## config.mk

```make
export PLATFORM = sky130hd
export DESIGN_NAME = power_switch_fault_supervisor
export DESIGN_NICKNAME = d
export VERILOG_FILES = /design/src/design/fault_sup_pkg.sv /design/src/design/low_time_qualifier.sv /design/src/design/power_switch_fault_supervisor.sv
export SDC_FILE = /design/constraint.sdc
export NUM_CORES = 1
export LEC_CHECK = 0
export BUFFER_PORTS_ARGS = -buffer_cell sky130_fd_sc_hd__buf_2
export CAP_MARGIN = 10
export CELL_PAD_IN_SITES_DETAIL_PLACEMENT = 0
export CELL_PAD_IN_SITES_GLOBAL_PLACEMENT = 2
export CORE_UTILIZATION = 28
export CTS_CLUSTER_SIZE = 10
export DETAILED_ROUTE_END_ITERATION = 16
export MAX_ROUTING_LAYER = met4
export PLACE_DENSITY = 0.91
export SYNTH_ARGS = -nofsm -noshare
export SYNTH_HDL_FRONTEND = slang
export SYNTH_HIERARCHICAL = 1
export SYNTH_SLANG_ARGS = --single-unit
```

## constraint.sdc

```tcl
create_clock -name CLK -period 3.68 [get_ports CLK]
set_input_delay 0.184 -clock CLK [delete_from_list [all_inputs] [get_ports CLK]]
set_output_delay 0.184 -clock CLK [all_outputs]
set_load 0.05 [all_outputs]
```

## src/design/fault_sup_pkg.sv

```systemverilog
// Purpose: shared constants for the power switch fault supervisor
// Assumes: 250 MHz core clock, 32-bit register port
// Notes:   times are kept in ns and turned into cycle counts here

package fault_sup_pkg;

  // ************************************************************
  // clock and timing
  // ************************************************************
  localparam int CLK_MHZ             = 250;
  localparam int NS_PER_US           = 1000;
  // command-low time that releases the short-circuit latch
  localparam int SC_RELEASE_TIME_NS  = 1000;
  localparam int SC_RELEASE_CYCLES   = (SC_RELEASE_TIME_NS * CLK_MHZ + NS_PER_US - 1) / NS_PER_US;
  // settle time before the overcurrent pin strap is sampled
  localparam int STRAP_SETTLE_NS     = 100;
  localparam int STRAP_SETTLE_CYCLES = (STRAP_SETTLE_NS * CLK_MHZ + NS_PER_US - 1) / NS_PER_US;

  // ************************************************************
  // register port
  // ************************************************************
  localparam int          REG_AW       = 4;
  localparam int          REG_DW       = 32;
  localparam logic [3:0]  ADDR_CTRL    = 4'h0;
  localparam logic [3:0]  ADDR_STATUS  = 4'h4;
  localparam logic [31:0] RDATA_IDLE   = 32'h00000000;

  // control register fields
  localparam int   CTRL_SW_EN_BIT  = 0;
  localparam int   CTRL_IDM_EN_BIT = 1;
  localparam logic CTRL_SW_EN_RST  = 1'b1;
  localparam logic CTRL_IDM_EN_RST = 1'b1;

  // status register fields
  localparam int ST_OVERCURRENT_BIT  = 0;
  localparam int ST_SHORT_BIT        = 1;
  localparam int ST_FET_OT_BIT       = 2;
  localparam int ST_DRV_OT_BIT       = 3;
  localparam int ST_LOCKOUT_BIT      = 4;
  localparam int ST_DRIVE_OPEN_BIT   = 5;
  localparam int ST_COMBINED_BIT     = 6;
  localparam int ST_GATE_BIT         = 7;
  localparam int ST_RUN_BIT          = 8;
  localparam int ST_IDM_BIT          = 9;

  // ************************************************************
  // supply sequencing
  // ************************************************************
  typedef enum logic [1:0] {
    ST_LOCKOUT,
    ST_STARTUP,
    ST_RUN
  } supply_state_e;

endpackage : fault_sup_pkg

```

## src/design/low_time_qualifier.sv

```systemverilog
// Purpose: qualifies a level that has stayed low for a minimum time
// Assumes: input already in the clock domain
// Notes:   output falls the edge after the level goes high again

`timescale 1ns/100ps

module low_time_qualifier
  import fault_sup_pkg::*;
#(
  parameter int CYCLES = SC_RELEASE_CYCLES
)
(
  input  wire logic clk,
  input  wire logic rst_n,
  input  wire logic hold_low,
  output logic      qualified
);

  localparam int CW = $clog2(CYCLES + 1);

  logic [CW-1:0] count;

  // ************************************************************
  // low-time counter
  // ************************************************************
  // saturates so a very long low stays qualified
  always_ff @(posedge clk)
  begin
    if (!rst_n)
    begin
      count     <= '0;
      qualified <= 1'b0;
    end
    else if (!hold_low)
    begin
      count     <= '0;
      qualified <= 1'b0;
    end
    else if (count == CW'(CYCLES - 1))
    begin
      qualified <= 1'b1;
    end
    else
    begin
      count <= count + CW'(1);
    end
  end

endmodule : low_time_qualifier

```

## src/design/power_switch_fault_supervisor.sv

```systemverilog
// Purpose: protection gating and fault reporting of a power switch
// Assumes: detector flags are clock-synchronous; command and strap pins are not
// Notes:   analog sensing, thresholds and slew control live elsewhere
//
// The address-and-strobe port and the register offsets were decided locally.

`timescale 1ns/100ps

module power_switch_fault_supervisor
  import fault_sup_pkg::*;
#(
  parameter int SC_CYCLES    = SC_RELEASE_CYCLES,
  parameter int STRAP_CYCLES = STRAP_SETTLE_CYCLES
)
(
  input  wire logic              CLK,
  input  wire logic              RST_N,
  input  wire logic              SWITCH_CMD,
  input  wire logic              OVERCURRENT_GUARD,
  input  wire logic              SHORT_CIRCUIT_GUARD,
  input  wire logic              THERMAL_SHUTDOWN_FET,
  input  wire logic              THERMAL_SHUTDOWN_DRIVER,
  input  wire logic              SUPPLY_OK,
  input  wire logic              DRIVE_STRENGTH_SETTING_OPEN,
  input  wire logic              THIRD_QUADRANT,
  input  wire logic              SERIES_FET_ON,
  input  wire logic              OVERCURRENT_FLAG_IN,
  input  wire logic [REG_AW-1:0] REG_ADDR,
  input  wire logic [REG_DW-1:0] REG_WDATA,
  input  wire logic              REG_WR,
  input  wire logic              REG_RD,
  output logic      [REG_DW-1:0] REG_RDATA,
  output logic                   FET_GATE,
  output logic                   SLOW_TURNOFF,
  output logic                   AUXILIARY_REGULATOR_EN,
  output logic                   NEGATIVE_RAIL_EN,
  output logic                   FAULT_N,
  output logic                   OVERCURRENT_FLAG_OUT_N,
  output logic                   OVERCURRENT_FLAG_OE_N
);

  localparam int SW = $clog2(STRAP_CYCLES + 1);

  // ************************************************************
  // declarations
  // ************************************************************
  logic          cmd_meta;
  logic          cmd;
  logic          strap_meta;
  logic          strap_pin;
  logic [SW-1:0] strap_cnt;
  logic          strap_done;
  logic          combined;
  logic          supply_ok_q;
  logic          supply_rise;
  logic          supply_lockout;
  supply_state_e state;
  logic          rails_on;
  logic          overcurrent_active;
  logic          short_latch;
  logic          short_set;
  logic          overcurrent_set;
  logic          release_ok;
  logic          sw_enable;
  logic          idm_enable;
  logic          thermal_any;
  logic          thermal_ideal_diode_mode;
  logic          next_gate;
  logic          next_fault_n;
  logic          next_oc_n;
  logic [REG_DW-1:0] status_word;

  // set wins over clear for every hardware-set flag
  function automatic logic set_wins(input logic cur, input logic set, input logic clr);
    set_wins = set | (cur & ~clr);
  endfunction : set_wins

  // ************************************************************
  // pin synchronisers
  // ************************************************************
  always_ff @(posedge CLK)
  begin
    if (!RST_N)
    begin
      cmd_meta <= 1'b0;
      cmd      <= 1'b0;
    end
    else
    begin
      cmd_meta <= SWITCH_CMD;
      cmd      <= cmd_meta;
    end
  end

  always_ff @(posedge CLK)
  begin
    if (!RST_N)
    begin
      strap_meta <= 1'b1;
      strap_pin  <= 1'b1;
    end
    else
    begin
      strap_meta <= OVERCURRENT_FLAG_IN;
      strap_pin  <= strap_meta;
    end
  end

  // ************************************************************
  // power-up strap of the overcurrent pin
  // ************************************************************
  // pin is released until sampled, so a hard ground is not fought
  always_ff @(posedge CLK)
  begin
    if (!RST_N)
    begin
      strap_cnt  <= '0;
      strap_done <= 1'b0;
      combined   <= 1'b0;
    end
    else if (!strap_done)
    begin
      if (strap_cnt == SW'(STRAP_CYCLES))
      begin
        strap_done <= 1'b1;
        combined   <= ~strap_pin;
      end
      else
      begin
        strap_cnt <= strap_cnt + SW'(1);
      end
    end
  end

  // ************************************************************
  // supply sequencing
  // ************************************************************
  assign supply_lockout = ~SUPPLY_OK;
  assign supply_rise    = SUPPLY_OK & ~supply_ok_q;

  always_ff @(posedge CLK)
  begin
    if (!RST_N)
    begin
      supply_ok_q <= 1'b0;
    end
    else
    begin
      supply_ok_q <= SUPPLY_OK;
    end
  end

  always_ff @(posedge CLK)
  begin
    if (!RST_N)
    begin
      state <= ST_LOCKOUT;
    end
    else if (supply_lockout)
    begin
      state <= ST_LOCKOUT;
    end
    else
    begin
      unique case (state)
        ST_LOCKOUT:
        begin
          if (supply_rise)
          begin
            state <= ST_STARTUP;
          end
        end
        ST_STARTUP:
        begin
          if (SERIES_FET_ON)
          begin
            state <= ST_RUN;
          end
        end
        ST_RUN:
        begin
          state <= ST_RUN;
        end
      endcase
    end
  end

  // rails come up on the edge out of lockout, drop with the supply
  always_ff @(posedge CLK)
  begin
    if (!RST_N)
    begin
      rails_on <= 1'b0;
    end
    else if (supply_rise)
    begin
      rails_on <= 1'b1;
    end
    else if (supply_lockout)
    begin
      rails_on <= 1'b0;
    end
  end

  always_ff @(posedge CLK)
  begin
    if (!RST_N)
    begin
      AUXILIARY_REGULATOR_EN <= 1'b0;
      NEGATIVE_RAIL_EN       <= 1'b0;
    end
    else
    begin
      AUXILIARY_REGULATOR_EN <= (rails_on | supply_rise) & ~THERMAL_SHUTDOWN_DRIVER;
      NEGATIVE_RAIL_EN       <= (rails_on | supply_rise) & ~THERMAL_SHUTDOWN_DRIVER;
    end
  end

  // ************************************************************
  // current fault classification
  // ************************************************************
  // a tie in the same cycle counts as short-circuit: the fast path won
  assign short_set       = SHORT_CIRCUIT_GUARD & FET_GATE & ~overcurrent_active;
  assign overcurrent_set = OVERCURRENT_GUARD & ~SHORT_CIRCUIT_GUARD & FET_GATE & ~short_latch;

  always_ff @(posedge CLK)
  begin
    if (!RST_N)
    begin
      overcurrent_active <= 1'b0;
    end
    else
    begin
      overcurrent_active <= set_wins(overcurrent_active, overcurrent_set, ~cmd);
    end
  end

  // release needs the command held low, counted only while latched
  low_time_qualifier #(
    .CYCLES (SC_CYCLES)
  ) u_release (
    .clk       (CLK),
    .rst_n     (RST_N),
    .hold_low  (~cmd & short_latch),
    .qualified (release_ok)
  );

  always_ff @(posedge CLK)
  begin
    if (!RST_N)
    begin
      short_latch <= 1'b0;
    end
    else
    begin
      short_latch <= set_wins(short_latch, short_set, release_ok | supply_lockout);
    end
  end

  always_ff @(posedge CLK)
  begin
    if (!RST_N)
    begin
      SLOW_TURNOFF <= 1'b0;
    end
    else
    begin
      SLOW_TURNOFF <= short_set | short_latch;
    end
  end

  // ************************************************************
  // switch gating
  // ************************************************************
  assign thermal_any              = THERMAL_SHUTDOWN_FET | THERMAL_SHUTDOWN_DRIVER;
  assign thermal_ideal_diode_mode = THERMAL_SHUTDOWN_FET & ~THERMAL_SHUTDOWN_DRIVER;

  // raw flags feed the gate so protection lands on the next edge
  always_comb
  begin
    next_gate = 1'b0;
    if (state == ST_RUN && !supply_lockout && strap_done && !THERMAL_SHUTDOWN_DRIVER)
    begin
      if (thermal_ideal_diode_mode)
      begin
        next_gate = THIRD_QUADRANT & idm_enable & ~short_latch & ~SHORT_CIRCUIT_GUARD;
      end
      else
      begin
        next_gate = cmd & sw_enable & ~short_latch & ~overcurrent_active
                  & ~OVERCURRENT_GUARD & ~SHORT_CIRCUIT_GUARD;
      end
    end
  end

  always_ff @(posedge CLK)
  begin
    if (!RST_N)
    begin
      FET_GATE <= 1'b0;
    end
    else
    begin
      FET_GATE <= next_gate;
    end
  end

  // ************************************************************
  // fault reporting
  // ************************************************************
  // single-pin mode folds overcurrent into the fault output
  always_comb
  begin
    next_fault_n = 1'b1;
    next_oc_n    = 1'b1;
    if (state != ST_RUN || supply_lockout)
    begin
      next_fault_n = 1'b0;
    end
    if (thermal_any)
    begin
      next_fault_n = 1'b0;
    end
    if (DRIVE_STRENGTH_SETTING_OPEN)
    begin
      next_fault_n = 1'b0;
    end
    if (short_latch)
    begin
      next_fault_n = 1'b0;
      next_oc_n    = 1'b0;
    end
    if (overcurrent_active)
    begin
      next_oc_n = 1'b0;
      if (combined)
      begin
        next_fault_n = 1'b0;
      end
    end
  end

  always_ff @(posedge CLK)
  begin
    if (!RST_N)
    begin
      FAULT_N                <= 1'b0;
      OVERCURRENT_FLAG_OUT_N <= 1'b1;
      OVERCURRENT_FLAG_OE_N  <= 1'b1;
    end
    else
    begin
      FAULT_N                <= next_fault_n;
      OVERCURRENT_FLAG_OUT_N <= next_oc_n;
      OVERCURRENT_FLAG_OE_N  <= ~strap_done | combined;
    end
  end

  // ************************************************************
  // register port
  // ************************************************************
  always_ff @(posedge CLK)
  begin
    if (!RST_N)
    begin
      sw_enable  <= CTRL_SW_EN_RST;
      idm_enable <= CTRL_IDM_EN_RST;
    end
    else if (REG_WR && REG_ADDR == ADDR_CTRL)
    begin
      sw_enable  <= REG_WDATA[CTRL_SW_EN_BIT];
      idm_enable <= REG_WDATA[CTRL_IDM_EN_BIT];
    end
  end

  always_comb
  begin
    status_word                     = '0;
    status_word[ST_OVERCURRENT_BIT] = overcurrent_active;
    status_word[ST_SHORT_BIT]       = short_latch;
    status_word[ST_FET_OT_BIT]      = THERMAL_SHUTDOWN_FET;
    status_word[ST_DRV_OT_BIT]      = THERMAL_SHUTDOWN_DRIVER;
    status_word[ST_LOCKOUT_BIT]     = supply_lockout;
    status_word[ST_DRIVE_OPEN_BIT]  = DRIVE_STRENGTH_SETTING_OPEN;
    status_word[ST_COMBINED_BIT]    = combined;
    status_word[ST_GATE_BIT]        = FET_GATE;
    status_word[ST_RUN_BIT]         = (state == ST_RUN);
    status_word[ST_IDM_BIT]         = thermal_ideal_diode_mode;
  end

  // data stands one cycle only; unmapped reads give zero
  always_ff @(posedge CLK)
  begin
    if (!RST_N)
    begin
      REG_RDATA <= RDATA_IDLE;
    end
    else if (REG_RD && REG_ADDR == ADDR_CTRL)
    begin
      REG_RDATA <= {{(REG_DW-2){1'b0}}, idm_enable, sw_enable};
    end
    else if (REG_RD && REG_ADDR == ADDR_STATUS)
    begin
      REG_RDATA <= status_word;
    end
    else
    begin
      REG_RDATA <= RDATA_IDLE;
    end
  end

endmodule : power_switch_fault_supervisor

```

# --- Yosys cells after proc, flatten, opt, wreduce, memory -nomap -nowiden ---
# Index checks and enable logic that the tools add are counted.
word_totals:
  register_bits: 66
  inputBits: 50
  out_inout_bits: 39
  wordCells: 112
op_classes:
  n_addsub: 2
  n_eq_ne: 9
  n_mux: 18
  bitwise_logic: 40
  reduce_logical: 18
op_table:
  columns: ["op", "n"]
  rows:
  - ["$and A1 B1 Y1", 19]
  - ["$not A1 Y1", 14]
  - ["$mux W1", 13]
  - ["$reduce_and A2 Y1", 6]
  - ["$add A8 B1 Y8 const B", 1]
  - ["$eq A8 B8 Y1 const B", 1]
  - ["$mux W2", 4]
  - ["$or A1 B1 Y1", 7]
  - ["$logic_and A1 B1 Y1", 6]
  - ["$ne A2 B2 Y1 const B", 3]
  - ["$pmux W2 S3", 1]
  - ["$add A5 B1 Y5 const B", 1]
  - ["$eq A5 B5 Y1 const B", 1]
  - ["$eq A4 B3 Y1 const B", 1]
  - ["$logic_not A4 Y1", 1]
  - ["$reduce_or A3 Y1", 1]
  - ["$eq A2 B1 Y1 const B", 1]
  - ["$eq A2 B2 Y1 const B", 1]
  - ["$logic_not A2 Y1", 1]
  - ["$ne A2 B1 Y1 const B", 1]
  - ["$reduce_or A2 Y1", 1]
  - ["$logic_not A1 Y1", 1]
  - ["$logic_or A1 B1 Y1", 1]

# --- Logic depth before layout (Yosys ltp) ---
depth:
  depth_word: 8
  mapped_depth: 6
  ltp_nobuf: 5

# --- Modules after synthesis ---
# The synthesis kept the hierarchy.
modules_own_cells:
  columns: ["module", "instances", "cells_each", "area_each_um2", "seq_area_each_um2"]
  rows:
  - ["power_switch_fault_supervisor", 1, 152, 1493.9, 700.7]
  - ["low_time_qualifier", 1, 46, 412.9, 180.2]

# --- Worst setup path after synthesis ---
# Ideal clock, no wire load.
synth_timing:
  kind: "reg-to-reg"
  from: "register strap_cnt[1]"
  to: "register strap_cnt[2]"
  setup_ns: 0.071
  t_arrival_ns: 1.275
  required_time_ns: 3.609
  path_slack_ns: 2.334
  stages_incl_launch_ff: 7
  path_buffers: 1
  synth_period_minus_slack_ns: 1.346
  path_cell_list: "dfxtp_1 > inv_1 > ha_1 > and4b_1 > clkbuf_1 > or3_1 > a21oi_1"
synth_via:
  elab_chain_cells: 3
  elab_cells_between_ends: 4
  classes_between: "1 x add/sub; 1 x eq/ne; 1 x bitwise; 1 x reduce/logical"
synth_lines:
  columns: ["item", "line_no", "source"]
  rows:
  - ["start, declared", "power_switch_fault_supervisor.sv:51", "logic [SW-1:0] strap_cnt;"]
  - ["start signal, assigned", "power_switch_fault_supervisor.sv:130", "strap_cnt <= strap_cnt + SW'(1);"]
  - ["parallel branches: the longest is 3 deep, another holds $add A5 B1 Y5", null, null]
# Several ways; the timed one is not identified.
# A chain may end at the register's enable or synchronous reset.

# --- Final worst setup path ---
layout_timing:
  from: "register short_latch"
  to: "register u_release.count[7]"
layout_via:
  elab_chain_cells: 2
layout_lines:
  columns: ["item", "line_no", "source"]
  rows:
  - ["start, declared", "power_switch_fault_supervisor.sv:60", "logic short_latch;"]
  - ["start signal, assigned", "power_switch_fault_supervisor.sv:256", "short_latch <= set_wins(short_latch, short_set, release_ok | supply_lockout);"]
  - ["$and A1 B1 Y1", "power_switch_fault_supervisor.sv:244", ".hold_low (~cmd & short_latch),"]
  - ["$reduce_and A2 Y1 (no line)", null, null]
  - ["end signal, assigned", "low_time_qualifier.sv:45", "count <= count + CW'(1);"]
  - ["end, declared", "low_time_qualifier.sv:21", "logic [CW-1:0] count;"]
# No other way between the ends.

==> flow_summary.toml <==
[sta]
hold_viol = 0
clock.fmax_mhz = 656
fin_worst_skew_ps = 5.43
rsz0062_at_grt = "no"
post-route-period-util_pct = 41.4
hold_slack_ps = 56.7
drv_slew = 0
setup_viol = 0
fin_crit_ps = 1520
final.setup.tns_ps = 0

[setup_path]
crit_type = "reg2reg"
r2r_setup_slack_ps = 2160
cp-startpoint = "short_latch"
worstPathMaxFanout = 8
start_kind = "flip-flop"
critPathArrivalTime_ps = 1760
endpoint_kind = "flip-flop"
reg2reg_from = "short_latch"
required_ps = 3920

[run_status]
status = "complete, but fails checks"
violations = "DRC"

[drt]
ant_nets = 0
drt-total-wl_um = 3480
via_per_inst = 4.40
wl_per_cell_um = 11.1
first_iter_violations = 51
drcViolationCount = 4
drtPass1Iterations = 11
vias = 1387

[clock_tree]
worst_skew_pair.late_latency_ps = 300
numClockSinks = 44
cts_max_level = 2
numCtsBuffers = 5
post_cts_buffers = 0
clockBufferDepth = 2
cts_tree = "built"
clkTransAtPathRegs_ps = 90
cts_hold_buf = 0
clockRootBuffer = "clkbuf_8"
ctsResizeCount = 0

[pwr]
power_density_nw_per_um2 = 491
leakagePower_nw = 0.954
ir_worst_vdd_uv = 176

[cells_and_area]
layout-drive-gt1-share_pct = 21.0
utilization_pct = 34.7
finalInstanceArea_um2 = 2240
syn_to_final_growth_pct = 17.5
final_cell_mix = "dfxtp_1 (44), buf_2 (36), conb_1 (22)"
final_nets = 294
layout_commonest_cell = "dfxtp_1"
n_antenna_cell = 0

[logic_synthesis]
synth_seq_cells = 44
avgSynthCellArea_um2 = 9.63
syn_inst = 198
yosysSeqAreaShare_pct = 46.2
netlist-cell-type-count = 39
netlist_area_um2 = 1910
synth_warnings = 6

[global_routing]
grt_pass1_vias = 1227
antenna_found_initial = 0
grt_usage_pct = 10.9
grt_pass1_wl_um = 5760
grt_max_degree = 19
grt_overflow = 0

[floorplan]
core-area_um2 = 6460
dieArea_um2 = 7140
start_util_pct = 29.5
die_x_um = 84.5
top_level_ports = 89
fp.dieH_um = 84.5
num_rows = 29

[placement]
hpwl_um = 2620
placed_area_um2 = 2080
port_buffers = 36
place_congestion = 0.764

[worst_hold_path]
hold_path_class = "in2reg"
min_from = "OVERCURRENT_FLAG_IN"

[job]
drv_cap = 0
## path summary, 6_finish.rpt
check | end | cells after the start
setup / recovery | u_release/count[7] | 4
hold / removal | strap_meta | 2
setup reg to reg | u_release/count[7] | 4
hold reg to reg | strap_pin | 1
## cells in the mapped netlist
cell | instances | area share, %
clkinv_1 | 1 | 0.20
a211oi_1 | 2 | 0.79
or4b_4 | 1 | 0.72
a21oi_1 | 9 | 2.4
a2111oi_4 | 1 | 1.4
or3_1 | 5 | 1.6
nor4_2 | 1 | 0.66
and4_1 | 1 | 0.46
o211ai_1 | 3 | 1.2
a311oi_1 | 1 | 0.46
clkbuf_1 | 2 | 0.39
and2_1 | 9 | 3.0
nand3_1 | 3 | 0.79
xor2_1 | 3 | 1.4
inv_1 | 11 | 2.2
conb_1 | 1 | 0.20
nand3_2 | 2 | 1.0
buf_4 | 23 | 9.1
and4b_1 | 2 | 1.0
o31ai_1 | 1 | 0.39
or2b_1 | 1 | 0.39
dfxtp_1 | 44 | 46
nand2b_1 | 6 | 2.0
o41ai_1 | 1 | 0.46
and3_1 | 1 | 0.33
nor3_1 | 5 | 1.3
nor2_1 | 12 | 2.4
nor2b_1 | 2 | 0.66
mux2i_1 | 5 | 2.6
nor4bb_1 | 2 | 1.0
nand4b_1 | 2 | 0.92
o21a_1 | 5 | 2.0
nand4_1 | 3 | 0.98
o2111ai_1 | 1 | 0.46
o21ai_0 | 5 | 1.3
or4_1 | 1 | 0.39
nand2_1 | 12 | 2.4
nand2_2 | 1 | 0.33
ha_1 | 7 | 4.6
## flip-flops by register name, summed over array words and instances (netlist names), 2 cells and up
signal / cells
strap_cnt: 5
u_release/count: 8
state: 2
REG_RDATA: 10
## final cells by class
class	instances	area, um^2
clock inverters	3	90.1
well taps	77	96.3
repair buffers	36	180
flip-flops and latches	44	881
multi-input cells	138	880
fillers	674	4220
clock buffers	5	68.8
inverters	12	45.0
## kinds of logic (layout without fill, tap and decap cells)
group | count (synthesis) | in the layout | synth area share, %
compound gates | 29 | 29 | 10.8
other cells | 1 | 22 | 0.197
mux | 5 | 5 | 2.62
simple gates | 72 | 72 | 22.4
flops | 44 | 44 | 46.2
xor+xnor | 3 | 3 | 1.38
buf+inv | 37 | 56 | 11.8
fa+ha+maj | 7 | 7 | 4.59
## layer usage
metal	global-route usage [%]	vias to the layer above	wire length, um
li1	-	711	-
met1	14.5	618	1740
met2	14.8	54	1450
met3	3.24	4	249
met4	5.55	0	42
met5	-	-	0
## through the flow
| stage | std cells | total power, W | worst slack [ps] |
|---|---|---|---|
| 2_1_floorplan | 219 | 0.000597 | 2330 |
| 3_3_place_gp | 307 | 0.000599 | 2170 |
| 3_5_place_dp | 307 | 0.000600 | 2180 |
| 4_1_cts | 315 | 0.00111 | 2150 |
| 5_1_grt | 315 | 0.00114 | 2040 |
| 6_report | 315 | 0.00110 | 2160 |
## worst max-delay path: stages (launching register included)
cell and delay [ps]:
dfxtp_1 450, nor2b_1 190, nand2_1 200, or4_1 540, o21ai_0 80
## report_power, final
part	total (W)	switching (W)	internal [W]	leakage, nW
registers	0.000490	0.00000545	0.000484	0.357
clock network	0.000511	0.000172	0.000339	0.0784
logic	0.0000984	0.0000775	0.0000209	0.518
No activity file was read; power rests on OpenSTA's default activity.
